$ cat config.mk
export PLATFORM = sky130hd
export DESIGN_NAME = pcc_top
export DESIGN_NICKNAME = d
export VERILOG_FILES = /design/src/inc/pcc_pkg.sv /design/src/inc/pcc_tick_if.sv /design/src/pcc_timebase.sv /design/src/pcc_channel_core.sv /design/src/pcc_top.sv
export SDC_FILE = /design/constraint.sdc
export NUM_CORES = 1
export LEC_CHECK = 0
export CORE_UTILIZATION = 58
export DETAILED_ROUTE_END_ITERATION = 8
export DONT_BUFFER_PORTS = 1
export PLACE_DENSITY = 0.82
export SLEW_MARGIN = 10
export SYNTH_ARGS = -nofsm -noshare
export SYNTH_HDL_FRONTEND = slang
export SYNTH_SLANG_ARGS = --single-unit
$ cat constraint.sdc
create_clock -name REF_CLK_I -period 1.9 [get_ports REF_CLK_I]
set_input_delay 0.095 -clock REF_CLK_I [delete_from_list [all_inputs] [get_ports REF_CLK_I]]
set_output_delay 0.095 -clock REF_CLK_I [all_outputs]
set_load 0.01 [all_outputs]
$ cat src/inc/pcc_pkg.sv
// Purpose: shared constants and types for the pwm channel control block
// Assumes: apb slave with 32-bit data, one 8-bit register per aligned word
// Notes: offsets are chosen locally since none are printed
package pcc_pkg;
  localparam logic [11:0] PCC_OFF_CTRL = 12'h000; // channel control
  localparam logic [11:0] PCC_OFF_DUTY_UPPER = 12'h004; // duty upper
  localparam logic [11:0] PCC_OFF_DUTY_LOWER = 12'h008; // duty lower
  localparam logic [11:0] PCC_OFF_TIMER = 12'h00c; // period timer count, read only
  localparam logic [11:0] PCC_OFF_LIMIT = 12'h010; // period limit
  localparam logic [11:0] PCC_OFF_SCALE = 12'h014; // prescale divider
  localparam int PCC_BIT_ENABLE = 7;
  localparam int PCC_BIT_DRIVE = 6;
  localparam int PCC_BIT_LEVEL = 5;
  localparam int PCC_BIT_INVERT = 4;
  localparam logic [7:0] PCC_CTRL_RESET = 8'h00;
  localparam logic [7:0] PCC_CTRL_WMASK = 8'hd0; // writable control bits
  localparam logic [7:0] PCC_LOWER_MASK = 8'hc0; // stored duty lower bits
  localparam logic [7:0] PCC_LIMIT_RESET = 8'hff;
  localparam logic [7:0] PCC_SCALE_RESET = 8'h00;
  localparam int PCC_SUB_W = 2; // sub-count bits below the timer
endpackage : pcc_pkg

$ cat src/inc/pcc_tick_if.sv
// Purpose: timebase signals shared between the timer and the channel core
// Assumes: single clock domain
// Notes: all signals are one-cycle or level signals on ref clock
`timescale 1ns/10ps
`default_nettype none
interface pcc_tick_if;
  logic [7:0] count; // period timer count
  logic [1:0] sub; // sub-count bits
  logic wrap; // pulse: timer matched limit and count is already zero in this cycle
  logic step; // pulse: time base advanced
  modport timer (output count, output sub, output wrap, output step);
  modport chan (input count, input sub, input wrap, input step);
endinterface : pcc_tick_if
`default_nettype wire

$ cat src/pcc_timebase.sv
// Purpose: 10-bit time base: 8-bit period timer count with two sub bits
// Assumes: limit and scale come from registers on the same clock
// Notes: scale divides the ref clock; 0 advances every cycle
`timescale 1ns/10ps
`default_nettype none
module pcc_timebase
  import pcc_pkg::*;
(
  input wire logic clk_i, // ref clock
  input wire logic rst_i, // async reset, high
  input wire logic [7:0] limit_i, // period limit
  input wire logic [7:0] scale_i, // prescale divider
  pcc_tick_if.timer tb // time base out
);
  typedef struct packed {
    logic [7:0] pre;
    logic [7:0] count;
    logic [1:0] sub;
    logic wrap;
    logic step;
  } pcc_tb_state_t;
  pcc_tb_state_t st_reg, st_next;

  // prescaler gives a one-cycle step, sub bits roll into the count
  always_comb begin
    st_next = st_reg;
    st_next.wrap = 1'b0;
    st_next.step = 1'b0;
    if (st_reg.pre >= scale_i) begin
      st_next.pre = 8'h00;
      st_next.step = 1'b1;
      st_next.sub = st_reg.sub + 2'h1;
      if (st_reg.sub == 2'h3) begin
        if (st_reg.count >= limit_i) begin
          st_next.count = 8'h00;
          st_next.wrap = 1'b1; // count matched limit: wrap now
        end else begin
          st_next.count = st_reg.count + 8'h01;
        end
      end
    end else begin
      st_next.pre = st_reg.pre + 8'h01;
    end
  end

  always_ff @(posedge clk_i or posedge rst_i) begin
    if (rst_i) begin
      st_reg <= '0;
    end else begin
      st_reg <= st_next;
    end
  end

  assign tb.count = st_reg.count;
  assign tb.sub = st_reg.sub;
  assign tb.wrap = st_reg.wrap;
  assign tb.step = st_reg.step;
endmodule : pcc_timebase
`default_nettype wire

$ cat src/pcc_channel_core.sv
// Purpose: one channel's shadow duty buffer and waveform level
// Assumes: duty inputs are the software registers
// Notes: level is the raw active-high waveform before inversion
`timescale 1ns/10ps
`default_nettype none
module pcc_channel_core
  import pcc_pkg::*;
(
  input wire logic clk_i, // ref clock
  input wire logic rst_i, // async reset, high
  input wire logic enable_i, // channel enable
  input wire logic [9:0] duty_i, // software duty value
  input wire logic [7:0] limit_i, // period limit
  pcc_tick_if.chan tb, // time base in
  output logic level_o // raw waveform level
);
  typedef struct packed {
    logic [9:0] shadow;
    logic level;
  } pcc_core_state_t;
  pcc_core_state_t st_reg, st_next;
  logic [9:0] now;

  assign now = {tb.count, tb.sub};

  // set at wrap, clear at duty match; duty at or above period never clears
  always_comb begin
    st_next = st_reg;
    if (tb.wrap) begin
      st_next.shadow = duty_i;
      st_next.level = enable_i && (duty_i != 10'h000);
    end else if (tb.step && (now == st_reg.shadow)) begin
      // level rises one cycle after the wrap, so the match on now keeps the width at duty
      if ({1'b0, st_reg.shadow} <= {1'b0, limit_i, 2'b11}) begin
        st_next.level = 1'b0;
      end
    end
    if (!enable_i) begin
      st_next.level = 1'b0;
    end
  end

  always_ff @(posedge clk_i or posedge rst_i) begin
    if (rst_i) begin
      st_reg <= '0;
    end else begin
      st_reg <= st_next;
    end
  end

  assign level_o = st_reg.level;
endmodule : pcc_channel_core
`default_nettype wire

$ cat src/pcc_top.sv
// Purpose: apb register file and output stage of one pwm channel
// Assumes: apb3 master, single ref clock, pin input not needed
// Notes: duty registers survive RST_I; PWR_RST_I marks power-on reset
//
// What this block does
// - control register resets to zero; enable, drive, invert writable; level read only
// - control bits 3 to 0 ignore writes and read zero
// - duty upper holds the eight top bits of the duty value
// - duty lower bits 7 and 6 are the two bottom duty bits
// - duty lower bits 5 to 0 store nothing and read zero
// - duty registers undefined at power-on, kept over other resets
// - invert bit makes the output active low
// - drive enable low releases the pin to the port latch
// - output set at timer wrap, cleared at duty match, stays on if duty large
// - duty writes reach the waveform via a shadow loaded after limit match
//
// The implementer's own choices: the register addresses and the APB register port.
`timescale 1ns/10ps
`default_nettype none
module pcc_top
  import pcc_pkg::*;
(
  input wire logic REF_CLK_I, // 125 MHz clock
  input wire logic RST_I, // async reset, high
  input wire logic PWR_RST_I, // async power-on or brown-out reset, high
  input wire logic PSEL_I, // apb select
  input wire logic PENABLE_I, // apb enable
  input wire logic PWRITE_I, // apb write
  input wire logic [11:0] PADDR_I, // apb byte address
  input wire logic [31:0] PWDATA_I, // apb write data
  input wire logic [3:0] PSTRB_I, // apb byte strobes
  output logic [31:0] PRDATA_O, // apb read data
  output logic PREADY_O, // apb ready
  output logic PSLVERR_O, // apb error
  input wire logic PORT_LATCH_I, // port latch level
  output logic PIN_O, // pin level
  output logic PIN_OE_O, // pin driven by this channel
  output logic WAVE_O // polarity-adjusted waveform
);
  typedef struct packed {
    logic [7:0] ctrl;
    logic [7:0] limit;
    logic [7:0] scale;
    logic [31:0] rdata;
    logic err;
  } pcc_regs_t;
  typedef struct packed {
    logic [7:0] upper;
    logic [7:0] lower;
  } pcc_duty_t;

  pcc_regs_t st_reg, st_next;
  pcc_duty_t duty_reg, duty_next;
  logic access, wr, rd, hit, level, out_level;
  pcc_tick_if tick ();

  // only the low byte lane carries a register
  function automatic logic [7:0] merge8(input logic [7:0] old, input logic [7:0] nw,
                                        input logic [7:0] mask);
    merge8 = (old & ~mask) | (nw & mask);
  endfunction : merge8

  assign access = PSEL_I && PENABLE_I;
  assign wr = access && PWRITE_I && PSTRB_I[0];
  assign rd = access && !PWRITE_I;
  assign hit = (PADDR_I == PCC_OFF_CTRL) || (PADDR_I == PCC_OFF_DUTY_UPPER) ||
               (PADDR_I == PCC_OFF_DUTY_LOWER) || (PADDR_I == PCC_OFF_TIMER) ||
               (PADDR_I == PCC_OFF_LIMIT) || (PADDR_I == PCC_OFF_SCALE);

  // register writes in the access cycle, read-data capture during the setup cycle
  always_comb begin
    st_next = st_reg;
    st_next.err = 1'b0;
    if (wr && PADDR_I == PCC_OFF_CTRL) begin
      st_next.ctrl = merge8(st_reg.ctrl, PWDATA_I[7:0], PCC_CTRL_WMASK);
    end
    if (wr && PADDR_I == PCC_OFF_LIMIT) begin
      st_next.limit = PWDATA_I[7:0];
    end
    if (wr && PADDR_I == PCC_OFF_SCALE) begin
      st_next.scale = PWDATA_I[7:0];
    end
    st_next.ctrl[PCC_BIT_LEVEL] = out_level;
    st_next.ctrl[3:0] = 4'h0;
    if (PSEL_I && !PENABLE_I) begin
      st_next.err = !hit;
      unique case (PADDR_I)
        PCC_OFF_CTRL: st_next.rdata = {24'h000000, st_reg.ctrl};
        PCC_OFF_DUTY_UPPER: st_next.rdata = {24'h000000, duty_reg.upper};
        PCC_OFF_DUTY_LOWER: st_next.rdata = {24'h000000, duty_reg.lower & PCC_LOWER_MASK};
        PCC_OFF_TIMER: st_next.rdata = {24'h000000, tick.count};
        PCC_OFF_LIMIT: st_next.rdata = {24'h000000, st_reg.limit};
        PCC_OFF_SCALE: st_next.rdata = {24'h000000, st_reg.scale};
        default: st_next.rdata = 32'h00000000;
      endcase
    end
  end

  // duty bytes; lower keeps only its two stored bits
  always_comb begin
    duty_next = duty_reg;
    if (wr && PADDR_I == PCC_OFF_DUTY_UPPER) begin
      duty_next.upper = PWDATA_I[7:0];
    end
    if (wr && PADDR_I == PCC_OFF_DUTY_LOWER) begin
      duty_next.lower = PWDATA_I[7:0] & PCC_LOWER_MASK;
    end
  end

  always_ff @(posedge REF_CLK_I or posedge RST_I) begin
    if (RST_I) begin
      st_reg <= '{ctrl: PCC_CTRL_RESET, limit: PCC_LIMIT_RESET, scale: PCC_SCALE_RESET,
                  rdata: 32'h00000000, err: 1'b0};
    end else begin
      st_reg <= st_next;
    end
  end

  // duty is cleared only by power-on reset, so ordinary resets keep it
  always_ff @(posedge REF_CLK_I or posedge PWR_RST_I) begin
    if (PWR_RST_I) begin
      duty_reg <= '0;
    end else begin
      duty_reg <= duty_next;
    end
  end

  pcc_timebase u_timebase (
    .clk_i(REF_CLK_I),
    .rst_i(RST_I),
    .limit_i(st_reg.limit),
    .scale_i(st_reg.scale),
    .tb(tick.timer)
  );

  pcc_channel_core u_core (
    .clk_i(REF_CLK_I),
    .rst_i(RST_I),
    .enable_i(st_reg.ctrl[PCC_BIT_ENABLE]),
    .duty_i({duty_reg.upper, duty_reg.lower[7:6]}),
    .limit_i(st_reg.limit),
    .tb(tick.chan),
    .level_o(level)
  );

  // inversion applies after the waveform; pin falls back to the latch
  assign out_level = level ^ st_reg.ctrl[PCC_BIT_INVERT];
  assign WAVE_O = out_level;
  assign PIN_OE_O = st_reg.ctrl[PCC_BIT_DRIVE];
  assign PIN_O = st_reg.ctrl[PCC_BIT_DRIVE] ? out_level : PORT_LATCH_I;
  assign PRDATA_O = st_reg.rdata;
  assign PREADY_O = 1'b1; // zero wait states
  assign PSLVERR_O = access && st_reg.err;
endmodule : pcc_top
`default_nettype wire

==> results.rst, run 1 <==
.. list-table::
   :header-rows: 1

   * - Metric
     - Value
   * - Synthesized instance count
     - 402
   * - Average cell area after synthesis
     - approximately 11 um2
   * - Synthesis warning total
     - 0
   * - Most used DFF post-synth
     - sky130_fd_sc_hd__dfrtp_1
   * - Number of global-route vias before repair
     - roughly 3,600
   * - Type of the worst min-delay path
     - in -> reg
   * - Delay of the slowest cell on the worst path
     - around 560 ps
   * - Die outline area
     - just under 8000 um2
   * - Highest Clock Rate
     - roughly 450 MHz
   * - Number of levels in the clock H-tree
     - 3
   * - IR Drop Worst-Case VDD
     - 537 uV
   * - DRC violations left
     - 0
   * - Worst setup margin
     - -306 ps
   * - Post-detail-place hpwl
     - 7640 um
   * - Number of failing hold endpoints at the final stage
     - 0
   * - Routed wire length
     - 12,200 um
   * - Crit end category
     - register
   * - Top-Level Pins
     - between 90 and 100
   * - Final setup violation count
     - 13
   * - Clock root cell
     - sky130_fd_sc_hd__clkbuf_8
   * - Sequential share of the synthesized area
     - 0.414
   * - Most used standard cell by instance count after synthesis
     - sky130_fd_sc_hd__dfrtp_1
   * - Setup TNS
     - -2140 ps
   * - Clock tree from TritonCTS
     - built
   * - Total via count after detailed routing
     - between 3,000 and 4,000
   * - Core area
     - 6940 um2
   * - Maximum number of pins on one net before global-route repair
     - 34
   * - Met1 Use GR
     - 0.382
   * - Post-synth design cell area
     - about 4300 um2
   * - Port-buffer cells
     - 0
   * - Clock slew at reported path FFs
     - around 90 ps
   * - Tcrit/Tclk final
     - 1.16
   * - Transition time at the pin with the least slew margin
     - between 500 and 600 ps
   * - Kind of cell with the highest combined delay on the critical path
     - compound AO/OA/AOI/OAI gates
   * - Die width
     - 87.7 um
   * - Slew Viols, Final
     - 0
   * - Yosys top cell by area
     - sky130_fd_sc_hd__dfrtp_1
   * - Post-route antenna net violation count
     - 0
   * - Initial DRC count
     - 353
   * - Met3 capacity usage during global routing
     - 0.0952
   * - Ranking of synthesized cells by instance count
     - 62 x sky130_fd_sc_hd__dfrtp_1, 35 x sky130_fd_sc_hd__buf_4, 35 x sky130_fd_sc_hd__mux2_2
   * - Clk Latency, worst-skew pair
     - ~360 ps
   * - Number of max-cap violations
     - 0
   * - Crit path launch
     - st_reg[44]$_DFFE_PP1P_
   * - Placement-stage worst setup slack
     - -241 ps
   * - Largest cells by area after synthesis
     - sky130_fd_sc_hd__dfrtp_1 36%, sky130_fd_sc_hd__mux2_2 9.3%, sky130_fd_sc_hd__ha_1 7.9%
   * - Total CTS buffers
     - 9
   * - Asr flop ratio synth
     - 1.00
   * - Number of enable-type register cells in the synthesized netlist
     - 0
   * - Diode insertion count for antenna repair
     - 0
   * - Leak
     - about 2.6 nW
   * - Cell Rows
     - 30
   * - Number of vias per cell
     - about 6.2
   * - Routability congestion estimate from global placement
     - between 0.9 and 1
   * - Areal power density over the cells
     - around 570 nW/um2
   * - Register bit count reported by yosys
     - 70
   * - Cell with the largest stage delay on the worst path
     - sky130_fd_sc_hd__dfstp_2
   * - Overflow left after global routing
     - 0
   * - Clock Sink Count
     - 70
   * - Global-route wire length before repair
     - approximately 18,000 um
   * - Final worst path period need
     - around 2200 ps
   * - Unrepaired setup endpoints after global routing
     - yes
   * - Most used routing layer
     - met2
   * - Startpoint kind of the worst setup timing path
     - register
   * - Cell Count Post-Placement
     - 531
   * - Total iterations of the first detailed-routing run
     - 5
   * - Number of antenna violations at the first check in global routing
     - 1
   * - Arrival time of the worst setup path
     - 2430 ps
   * - GR Util met2
     - 0.537
   * - Vert. Die Dim
     - 87.7 um
   * - Kind of critical path
     - reg -> reg
   * - Maximum clock insertion buffer count
     - 2
   * - Worst path buffer plus inverter count
     - 1
   * - Flip-flop count of the largest register after layout
     - 20
   * - Top cell type's share of synthesized area
     - 0.364
   * - Worst r2r src
     - st_reg[44]$_DFFE_PP1P_
   * - Hold path startpoint
     - PADDR_I[0]
   * - Failing checks
     - setup timing
   * - Filler-free cell count of the finished design
     - 576
   * - Result of the run
     - complete, but fails checks
   * - Normalized max-slew margin
     - 0.647
   * - Initial Util
     - 0.613
   * - Routed length per placed instance
     - ~21 um
   * - Number of nets in the final layout
     - 557
   * - Number of distinct library cells after synthesis
     - 55
   * - Critical Path RT
     - between 2000 and 2500 ps
   * - Share of post-route cells with drive strength above 1
     - 0.369
   * - All-Layer GR Usage
     - 0.330
   * - Area growth from synthesis to layout
     - 26.7%
   * - Worst-case clock skew
     - 17.6 ps
   * - Biggest fanout along the worst timing path
     - 2
   * - Critical path, cell by cell
     - inv_2, ha_4, and4_1, nand3_1, mux2_4, a2111oi_4, o31ai_1
cell type report:
| class | count | area, um2 |
|---|---|---|
| Timing Repair Buffer | 82 | 686 |
| Clock inverter | 6 | 92.6 |
| Clock buffer | 10 | 138 |
| Sequential cell | 70 | 1760 |
| Fill cell | 376 | 1550 |
| Tap cell | 96 | 120 |
| Inverter | 30 | 118 |
| Multi-Input combinational cell | 282 | 2480 |
metal layers:
| metal | vias up | part of all wire |
|---|---|---|
| met3 | 77 | 0.088 |
| met1 | 1736 | 0.37 |
| met5 | - | 0.00098 |
| met4 | 2 | 0.053 |
| met2 | 242 | 0.49 |
| li1 | 1527 | - |
cells in the final DEF, fill, tap and decap left out, types with 4 or more instances in the layout:
| cell type | count |
|---|---|
| sky130_fd_sc_hd__nor2_1 | 19 |
| sky130_fd_sc_hd__xnor2_1 | 11 |
| sky130_fd_sc_hd__mux2_2 | 33 |
| sky130_fd_sc_hd__ha_1 | 16 |
| sky130_fd_sc_hd__xor2_1 | 7 |
| sky130_fd_sc_hd__a21oi_1 | 7 |
| sky130_fd_sc_hd__dlygate4sd3_1 | 17 |
| sky130_fd_sc_hd__dfstp_2 | 8 |
| sky130_fd_sc_hd__nand4_1 | 5 |
| sky130_fd_sc_hd__nand2_1 | 19 |
| sky130_fd_sc_hd__and3_1 | 6 |
| sky130_fd_sc_hd__o21ai_0 | 15 |
| sky130_fd_sc_hd__a22o_1 | 7 |
| sky130_fd_sc_hd__conb_1 | 25 |
| sky130_fd_sc_hd__nor2b_1 | 4 |
| sky130_fd_sc_hd__o21ai_2 | 6 |
| sky130_fd_sc_hd__buf_4 | 60 |
| sky130_fd_sc_hd__mux2i_1 | 10 |
| sky130_fd_sc_hd__clkbuf_8 | 10 |
| sky130_fd_sc_hd__inv_1 | 25 |
| sky130_fd_sc_hd__buf_6 | 4 |
| sky130_fd_sc_hd__nand3_1 | 16 |
| sky130_fd_sc_hd__dfrtp_1 | 62 |
| sky130_fd_sc_hd__ha_4 | 11 |
logic make-up after synthesis:
kind of cell	after synthesis	synth area share
AO/OA/AOI/OAI	68	0.110
XOR/XNOR	18	0.0370
adder cells (fa/ha/maj)	27	0.0793
buffers and inverters	73	0.0981
flip-flops	70	0.414
multiplexers	47	0.125
other	2	0.00176
AND/OR/NAND/NOR	97	0.135
final timing paths:
check                      slack, ps                         end  cells after the start
max                             -310  u_core.level_o$_DFFE_PP0P_                      7
max reg2reg                     -310  u_core.level_o$_DFFE_PP0P_                      7
min                               20         st_reg[0]$_DFF_PP0_                      2
max in group asynchronous       1250      st_reg[41]$_DFFE_PP1P_                      3
min in group asynchronous        160     duty_reg[6]$_DFFE_PP0P_                      2
min reg2reg                      550     PRDATA_O[7]$_DFFE_PP0P_                      2
report_power, final:
part,switching (mW),internal [mW],total [mW]
sequential,0.000919,1.49,1.49
clock,0.644,0.782,1.43
combinational,0.0983,0.0470,0.145
what timing repair did:
item                       CTS  global route
hold buffers                17             0
resized for setup           21            25
buffers inserted             6             7
setup endpoints to repair   21            11
pin swaps                   10            14
hold endpoints to repair    97             0
per-stage QoR:
step / cell area (um2) / total power, mW / hold WS, ps / utilization
4_1_cts: 5220 / 3.04 / 4.09 / 0.752
5_1_grt: 5400 / 3.14 / 20.2 / 0.777
2_1_floorplan: 4440 / 1.66 / -64.8 / -
3_3_place_gp: 4650 / 1.62 / -32.4 / 0.670
6_report: 5400 / 3.06 / 17.8 / 0.777
3_5_place_dp: 4650 / 1.62 / -22.8 / 0.670
No activity file was read; power rests on OpenSTA's default activity.
==> run 2: changes to the inputs <==
--- a/config.mk
+++ b/config.mk
@@ -5,10 +5,12 @@
 export SDC_FILE = /design/constraint.sdc
 export NUM_CORES = 1
 export LEC_CHECK = 0
-export CORE_UTILIZATION = 58
+export CELL_PAD_IN_SITES_DETAIL_PLACEMENT = 0
+export CELL_PAD_IN_SITES_GLOBAL_PLACEMENT = 1
+export CORE_UTILIZATION = 45
 export DETAILED_ROUTE_END_ITERATION = 8
 export DONT_BUFFER_PORTS = 1
-export PLACE_DENSITY = 0.82
+export PLACE_DENSITY = 0.83
 export SLEW_MARGIN = 10
 export SYNTH_ARGS = -nofsm -noshare
 export SYNTH_HDL_FRONTEND = slang
==> constraint.sdc (replaced) <==
create_clock -name REF_CLK_I -period 1.9 [get_ports REF_CLK_I]
set_input_delay 0.38 -clock REF_CLK_I [delete_from_list [all_inputs] [get_ports REF_CLK_I]]
set_output_delay 0.38 -clock REF_CLK_I [all_outputs]
set_load 0.01 [all_outputs]
==> run 2 against run 1 <==
Net effect: the run still ends with setup timing left; final cell count unchanged; clock power fell by 4%; critical path depth stayed put; via count shrank 12%; register-to-register slack better by 110 ps; critical endpoint unchanged; worst hold slack better by 130 ps; core utilization decreased by 21 points; die area increased by 28%; highest routed layer is now met4.
==> results.rst, run 2 (same netlist as run 1, synthesis figures left out) <==
.. list-table::
   :header-rows: 1

   * - Metric
     - Value
   * - Maximum clock insertion buffer count
     - 2 (unchanged)
   * - Number of antenna violations at the first check in global routing
     - 0 (-1)
   * - Result of the run
     - complete, but fails checks
   * - Maximum number of pins on one net before global-route repair
     - 37 (+8.8%)
   * - Failing checks
     - setup timing
   * - Commonest non-fill, non-tap cell in the layout
     - sky130_fd_sc_hd__buf_4
   * - Net switching component of the power
     - 639 uW (-14%)
   * - Type of the worst min-delay path
     - in -> reg
   * - Clock root cell
     - sky130_fd_sc_hd__clkbuf_8
   * - Cell Rows
     - 35 (+17%)
   * - Critical path, cell by cell
     - inv_2, ha_4, and4_1, nand3_1, mux2_4, a2111oi_4, o31ai_1
   * - Areal power density over the cells
     - 565 nW/um2 (-0.39%)
   * - Clock power frac
     - 0.460 (-0.006)
   * - Worst setup margin
     - -197 ps (+109 ps)
   * - Initial DRC count
     - 179 (-49%)
   * - Core area
     - 9200 um2 (+32%)
   * - Biggest fanout along the worst timing path
     - 3 (+1)
   * - Post-route antenna net violation count
     - 0 (unchanged)
   * - IR Drop Worst-Case VDD
     - 483 uV (-9.9%)
   * - Register share of total power
     - 0.503 (+0.016)
   * - Post-detail-place hpwl
     - 7380 um (-3.4%)
   * - Power Internal
     - 2.33 mW (+0.43%)
   * - Highest Clock Rate
     - 477 MHz (+5.2%)
   * - Die width
     - 99.3 um (+13%)
   * - Arrival time of the worst setup path
     - 2300 ps (-130 ps)
   * - Total iterations of the first detailed-routing run
     - 5 (unchanged)
   * - Routed length per placed instance
     - 17.5 um (-17%)
   * - Top library cells by usage in the layout, fill and taps aside
     - 62 x sky130_fd_sc_hd__buf_4, 61 x sky130_fd_sc_hd__dfrtp_1, 32 x sky130_fd_sc_hd__mux2_2
   * - Placement-stage worst setup slack
     - -268 ps (-27.5 ps)
   * - Crit end category
     - register
   * - Gate power share
     - 0.037 (-0.010)
   * - Sequential cell area
     - 1760 um2 (about the same)
   * - Combined area of the multi-input logic cells
     - 2480 um2 (about the same)
   * - Flip-flop count of the largest register after layout
     - 20 (unchanged)
   * - Number of vias per cell
     - 5.47 (-12%)
   * - Number of global-route vias before repair
     - 3,240 (-11%)
   * - Cell with the largest stage delay on the worst path
     - sky130_fd_sc_hd__dfstp_2
   * - Global-route wire length before repair
     - 16,700 um (-9.5%)
   * - Clock tree from TritonCTS
     - built
   * - Number of nets in the final layout
     - 542 (-2.7%)
   * - Area growth from synthesis to layout
     - 23.3%
   * - Final worst path period need
     - 2100 ps (-109 ps)
   * - Vert. Die Dim
     - 99.3 um (+13%)
   * - Startpoint kind of the worst setup timing path
     - register
   * - Routed wire length
     - 10,100 um (-17%)
   * - Clock slew at reported path FFs
     - 70 ps (-20 ps)
   * - Total power consumption of the routed design
     - 2.97 mW (-3.1%)
   * - Routability congestion estimate from global placement
     - 0.871 (-4.6%)
   * - DRC violations left
     - 0 (unchanged)
   * - Number of max-cap violations
     - 0 (unchanged)
   * - Clock Sink Count
     - 70 (unchanged)
   * - Tcrit/Tclk final
     - 1.10 (-0.0574)
   * - Worst-case clock skew
     - 10.3 ps (-7.34 ps)
   * - Delay of the slowest cell on the worst path
     - 570 ps (about the same)
   * - Total via count after detailed routing
     - 3,152 (-12%)
   * - Kind of critical path
     - reg -> reg
   * - Port-buffer cells
     - 0 (unchanged)
   * - Unrepaired setup endpoints after global routing
     - yes
   * - Overflow left after global routing
     - 0 (unchanged)
   * - Leak
     - 2.51 nW (-2.9%)
   * - Fraction of power spent switching nets
     - 0.215 (-0.0275)
   * - Critical Path RT
     - 2110 ps (about the same)
   * - Die outline area
     - 9860 um2 (+28%)
   * - Diode insertion count for antenna repair
     - 0 (unchanged)
   * - Clk Latency, worst-skew pair
     - 350 ps (about the same)
   * - Initial Util
     - 0.463 (-0.150)
   * - Worst Hold Margin
     - 146 ps (+129 ps)
   * - Slew Viols, Final
     - 0 (unchanged)
   * - Number of failing hold endpoints at the final stage
     - 0 (unchanged)
   * - Number of levels in the clock H-tree
     - 3 (unchanged)
   * - Fillers
     - 763 (+100%)
   * - Total CTS buffers
     - 9 (unchanged)
   * - All-Layer GR Usage
     - 0.223 (-0.107)
   * - Top-Level Pins
     - 92 (unchanged)
   * - Share of post-route cells with drive strength above 1
     - 0.378 (+0.00974)
   * - Final setup violation count
     - 9 (-4)
run 2: path summary, 6_finish.rpt:
kind	endpoint	cells past startpoint	slack, ps	start
max	u_core.level_o$_DFFE_PP0P_	7	-200	st_reg[41]$_DFFE_PP1P_
min	st_reg[40]$_DFFE_PP0P_	2	150	PWDATA_I[7]
max reg2reg	u_core.level_o$_DFFE_PP0P_	7	-200	st_reg[41]$_DFFE_PP1P_
min reg2reg	u_timebase.tb.sub[0]$_DFFE_PP0N_	1	540	u_timebase.tb.sub[0]$_DFFE_PP0N_
max in group asynchronous	st_reg[44]$_DFFE_PP1P_	3	960	RST_I
min in group asynchronous	u_timebase.st_reg[16]$_DFF_PP0_	2	380	RST_I
run 2: layer usage:
layer | vias to the layer above | routed length [um] | share of wire | track usage
li1 | 1499 | - | - | -
met1 | 1537 | 4410 | 0.44 | 0.281
met2 | 96 | 4900 | 0.49 | 0.371
met3 | 20 | 517 | 0.051 | 0.0548
met4 | 0 | 260 | 0.026 | 0.0814
met5 | - | 0 | 0 | 0
run 2: cell type report:
type | count | area share
Multi-Input combinational cell | 282 | 0.472
Sequential cell | 70 | 0.336
Timing Repair Buffer | 67 | 0.101
Clock buffer | 12 | 0.0296
Tap cell | 111 | 0.0265
Inverter | 30 | 0.0219
Clock inverter | 4 | 0.0133
run 2: worst max-delay path: cells and delay by family, from the launching register on:
kind,cells,cell delay [ps]
AOI/OAI and AO/OA,2,510
adders and majority gates,1,250
buffers and inverters,1,50
DFF,1,570
muxes,1,290
and+or+nand+nor,2,290
run 2: timing repair:
action / CTS / global route
resized for setup: 30 / 13
pin swaps: 26 / 7
buffers inserted: 11 / 2
endpoints found under the hold margin: 17 / 0
hold buffers: 2 / 0
setup endpoints to repair: 21 / 11
run 2: power by group through the flow:
stage / Sequential, mW / Combinational, mW / Clock [mW]
4_1_cts: 1.49 / 0.112 / 1.39
3_5_place_dp: 1.52 / 0.108 / 0
5_1_grt: 1.49 / 0.125 / 1.45
2_1_floorplan: 1.52 / 0.135 / 0
3_3_place_gp: 1.52 / 0.106 / 0
6_report: 1.49 / 0.111 / 1.37
run 2: through the flow:
stage	instances	util	setup TNS [ps]	area, um2
finish	576	0.571	-854	5250
floorplan	425	-	-23.6	4440
CTS	574	0.562	-572	5170
global placement	545	0.509	-1860	4680
global route	576	0.571	-1670	5250
detailed placement	545	0.509	-2460	4680
==> run 3: changes to the inputs <==
--- a/config.mk
+++ b/config.mk
@@ -5,12 +5,14 @@
 export SDC_FILE = /design/constraint.sdc
 export NUM_CORES = 1
 export LEC_CHECK = 0
+export CAP_MARGIN = 5
 export CELL_PAD_IN_SITES_DETAIL_PLACEMENT = 0
 export CELL_PAD_IN_SITES_GLOBAL_PLACEMENT = 1
 export CORE_UTILIZATION = 45
 export DETAILED_ROUTE_END_ITERATION = 8
 export DONT_BUFFER_PORTS = 1
 export PLACE_DENSITY = 0.83
+export SKIP_CTS_REPAIR_TIMING = 1
 export SLEW_MARGIN = 10
 export SYNTH_ARGS = -nofsm -noshare
 export SYNTH_HDL_FRONTEND = slang
==> run 3 against run 2 <==
Net effect: the flow still finishes with violations (setup timing); count of clock-buffer cells in the layout did not move; first-iteration DRC count rose by 2.2%; setup slack improved by 27 ps; die area did not move; worst hold slack improved by 4.1 ps; combinational power barely moved; clock power barely moved; register-to-register slack improved by 30 ps; critical path depth did not move; critical path type unchanged; largest cell class unchanged.
==> results.rst, run 3 (same netlist as run 1, synthesis figures left out) <==
.. list-table::
   :header-rows: 1

   * - Metric
     - Value
   * - Placement-stage worst setup slack
     - -268 ps (unchanged)
   * - Routability congestion estimate from global placement
     - 0.871 (unchanged)
   * - Top library cells by usage in the layout, fill and taps aside
     - 62 x sky130_fd_sc_hd__dfrtp_1, 54 x sky130_fd_sc_hd__buf_4, 33 x sky130_fd_sc_hd__mux2_2
   * - Startpoint kind of the worst setup timing path
     - register
   * - IR Drop Worst-Case VDD
     - 430 uV (-11%)
   * - Die outline area
     - 9860 um2 (unchanged)
   * - Worst setup margin
     - -170 ps (+26.9 ps)
   * - Crit end category
     - register
   * - Vert. Die Dim
     - 99.3 um (unchanged)
   * - Initial DRC count
     - 183 (+2.2%)
   * - Number of antenna violations at the first check in global routing
     - 0 (unchanged)
   * - Core area
     - 9200 um2 (unchanged)
   * - Arrival time of the worst setup path
     - 2270 ps (-30 ps)
   * - Clock Sink Count
     - 70 (unchanged)
   * - Total power consumption of the routed design
     - 2.97 mW (+0.12%)
   * - Critical path, cell by cell
     - inv_1, ha_2, and4_1, nand3_1, mux2_4, a2111oi_4, o31ai_1
   * - Kind of cell with the highest combined delay on the critical path
     - flip-flops
   * - Highest Clock Rate
     - 483 MHz (+1.3%)
   * - All-Layer GR Usage
     - 0.214 (-0.00929)
   * - Area growth from synthesis to layout
     - 20.0%
   * - Cell with the largest stage delay on the worst path
     - sky130_fd_sc_hd__dfstp_2
   * - Diode insertion count for antenna repair
     - 0 (unchanged)
   * - Clock root cell
     - sky130_fd_sc_hd__clkbuf_8
   * - Number of levels in the clock H-tree
     - 3 (unchanged)
   * - Cell Rows
     - 35 (unchanged)
   * - Total via count after detailed routing
     - 3,093 (-1.9%)
   * - Number of global-route vias before repair
     - 3,123 (-3.6%)
   * - Top-Level Pins
     - 92 (unchanged)
   * - Routed length per placed instance
     - 17.5 um (-0.30%)
   * - Biggest fanout along the worst timing path
     - 4 (+1)
   * - Result of the run
     - complete, but fails checks
   * - Final worst path period need
     - 2070 ps (-26.9 ps)
   * - DRC violations left
     - 0 (unchanged)
   * - Worst path buffer plus inverter count
     - 1 (unchanged)
   * - Share of post-route cells with drive strength above 1
     - 0.351 (-0.0276)
   * - Routed wire length
     - 9910 um (-1.9%)
   * - Clk Latency, worst-skew pair
     - 340 ps (about the same)
   * - Clock slew at reported path FFs
     - 80 ps (about the same)
   * - Critical Path RT
     - 2100 ps (about the same)
   * - Type of the worst min-delay path
     - in -> reg
   * - Maximum number of pins on one net before global-route repair
     - 37 (unchanged)
   * - Commonest non-fill, non-tap cell in the layout
     - sky130_fd_sc_hd__dfrtp_1
   * - Delay of the slowest cell on the worst path
     - 580 ps (about the same)
   * - Areal power density over the cells
     - 582 nW/um2 (+2.8%)
   * - Worst-case clock skew
     - 10.8 ps (+0.498 ps)
   * - Total CTS buffers
     - 9 (unchanged)
   * - Initial Util
     - 0.463 (unchanged)
   * - Port-buffer cells
     - 0 (unchanged)
   * - Post-detail-place hpwl
     - 7380 um (unchanged)
   * - Unrepaired setup endpoints after global routing
     - yes
   * - Total iterations of the first detailed-routing run
     - 5 (unchanged)
   * - Number of nets in the final layout
     - 533 (-1.7%)
   * - Number of vias per cell
     - 5.46 (-0.31%)
   * - Kind of critical path
     - reg -> reg
   * - Flip-flop count of the largest register after layout
     - 20 (unchanged)
   * - Overflow left after global routing
     - 0 (unchanged)
   * - Fillers
     - 783 (+2.6%)
   * - Number of max-cap violations
     - 0 (unchanged)
   * - Global-route wire length before repair
     - 16,000 um (-3.7%)
   * - Number of failing hold endpoints at the final stage
     - 0 (unchanged)
   * - Die width
     - 99.3 um (unchanged)
   * - Leak
     - 2.48 nW (-1.2%)
   * - Clock tree from TritonCTS
     - built
   * - Failing checks
     - setup timing
   * - Final setup violation count
     - 9 (unchanged)
   * - Slew Viols, Final
     - 0 (unchanged)
   * - Setup TNS
     - -944 ps (-90.1 ps)
   * - Tcrit/Tclk final
     - 1.09 (-0.0142)
   * - Post-route antenna net violation count
     - 0 (unchanged)
   * - Maximum clock insertion buffer count
     - 2 (unchanged)
[run 3: cell count changes in the layout (fill, tap and decap cells not counted), moves of 3 or more]
| cell | previous run | this run |
|---|---|---|
| sky130_fd_sc_hd__inv_2 | 9 | 6 |
| sky130_fd_sc_hd__ha_4 | 14 | 8 |
| sky130_fd_sc_hd__ha_1 | 13 | 18 |
| sky130_fd_sc_hd__inv_1 | 20 | 23 |
| sky130_fd_sc_hd__buf_4 | 62 | 54 |
[run 3: through the flow]
step | cells | utilization | hold slack, ps | cell area [um2]
floorplan | 425 | - | 220 | 4440
global placement | 545 | 0.509 | 191 | 4680
detailed placement | 545 | 0.509 | 191 | 4680
CTS | 561 | 0.533 | -190 | 4900
global route | 567 | 0.556 | 148 | 5110
finish | 567 | 0.556 | 150 | 5110
[run 3: worst paths after layout]
path | startpoint | cells past startpoint | end | slack (ps)
max | st_reg[41]$_DFFE_PP1P_ | 7 | u_core.level_o$_DFFE_PP0P_ | -170
min | PWDATA_I[7] | 2 | st_reg[40]$_DFFE_PP0P_ | 150
max reg2reg | st_reg[41]$_DFFE_PP1P_ | 7 | u_core.level_o$_DFFE_PP0P_ | -170
min reg2reg | u_timebase.tb.sub[0]$_DFFE_PP0N_ | 1 | u_timebase.tb.sub[0]$_DFFE_PP0N_ | 530
max in group asynchronous | RST_I | 3 | st_reg[44]$_DFFE_PP1P_ | 950
min in group asynchronous | RST_I | 2 | u_timebase.st_reg[19]$_DFF_PP0_ | 390
[run 3: layout make-up]
cell class	count	area (um2)	share of cell area
Timing Repair Buffer	58	457	0.0894
Clock buffer	12	155	0.0304
Sequential cell	70	1760	0.345
Multi-Input combinational cell	282	2410	0.472
Clock inverter	4	70.1	0.0137
Tap cell	111	139	0.0272
Inverter	30	115	0.0225
[run 3: layer usage]
metal | track usage | wire [um] | vias to the layer above
met5 | 0 | 0 | -
met3 | 0.0520 | 459 | 12
met2 | 0.340 | 4800 | 88
met4 | 0.0894 | 169 | 0
li1 | - | - | 1483
met1 | 0.279 | 4470 | 1510
[run 3: power by group]
part	leakage (nW)	total [mW]	internal (mW)	switching, mW
sequential	0.897	1.49	1.49	0.000712
clock	0.116	1.37	0.808	0.561
combinational	1.46	0.111	0.0308	0.0806
total	2.48	2.97	2.33	0.642
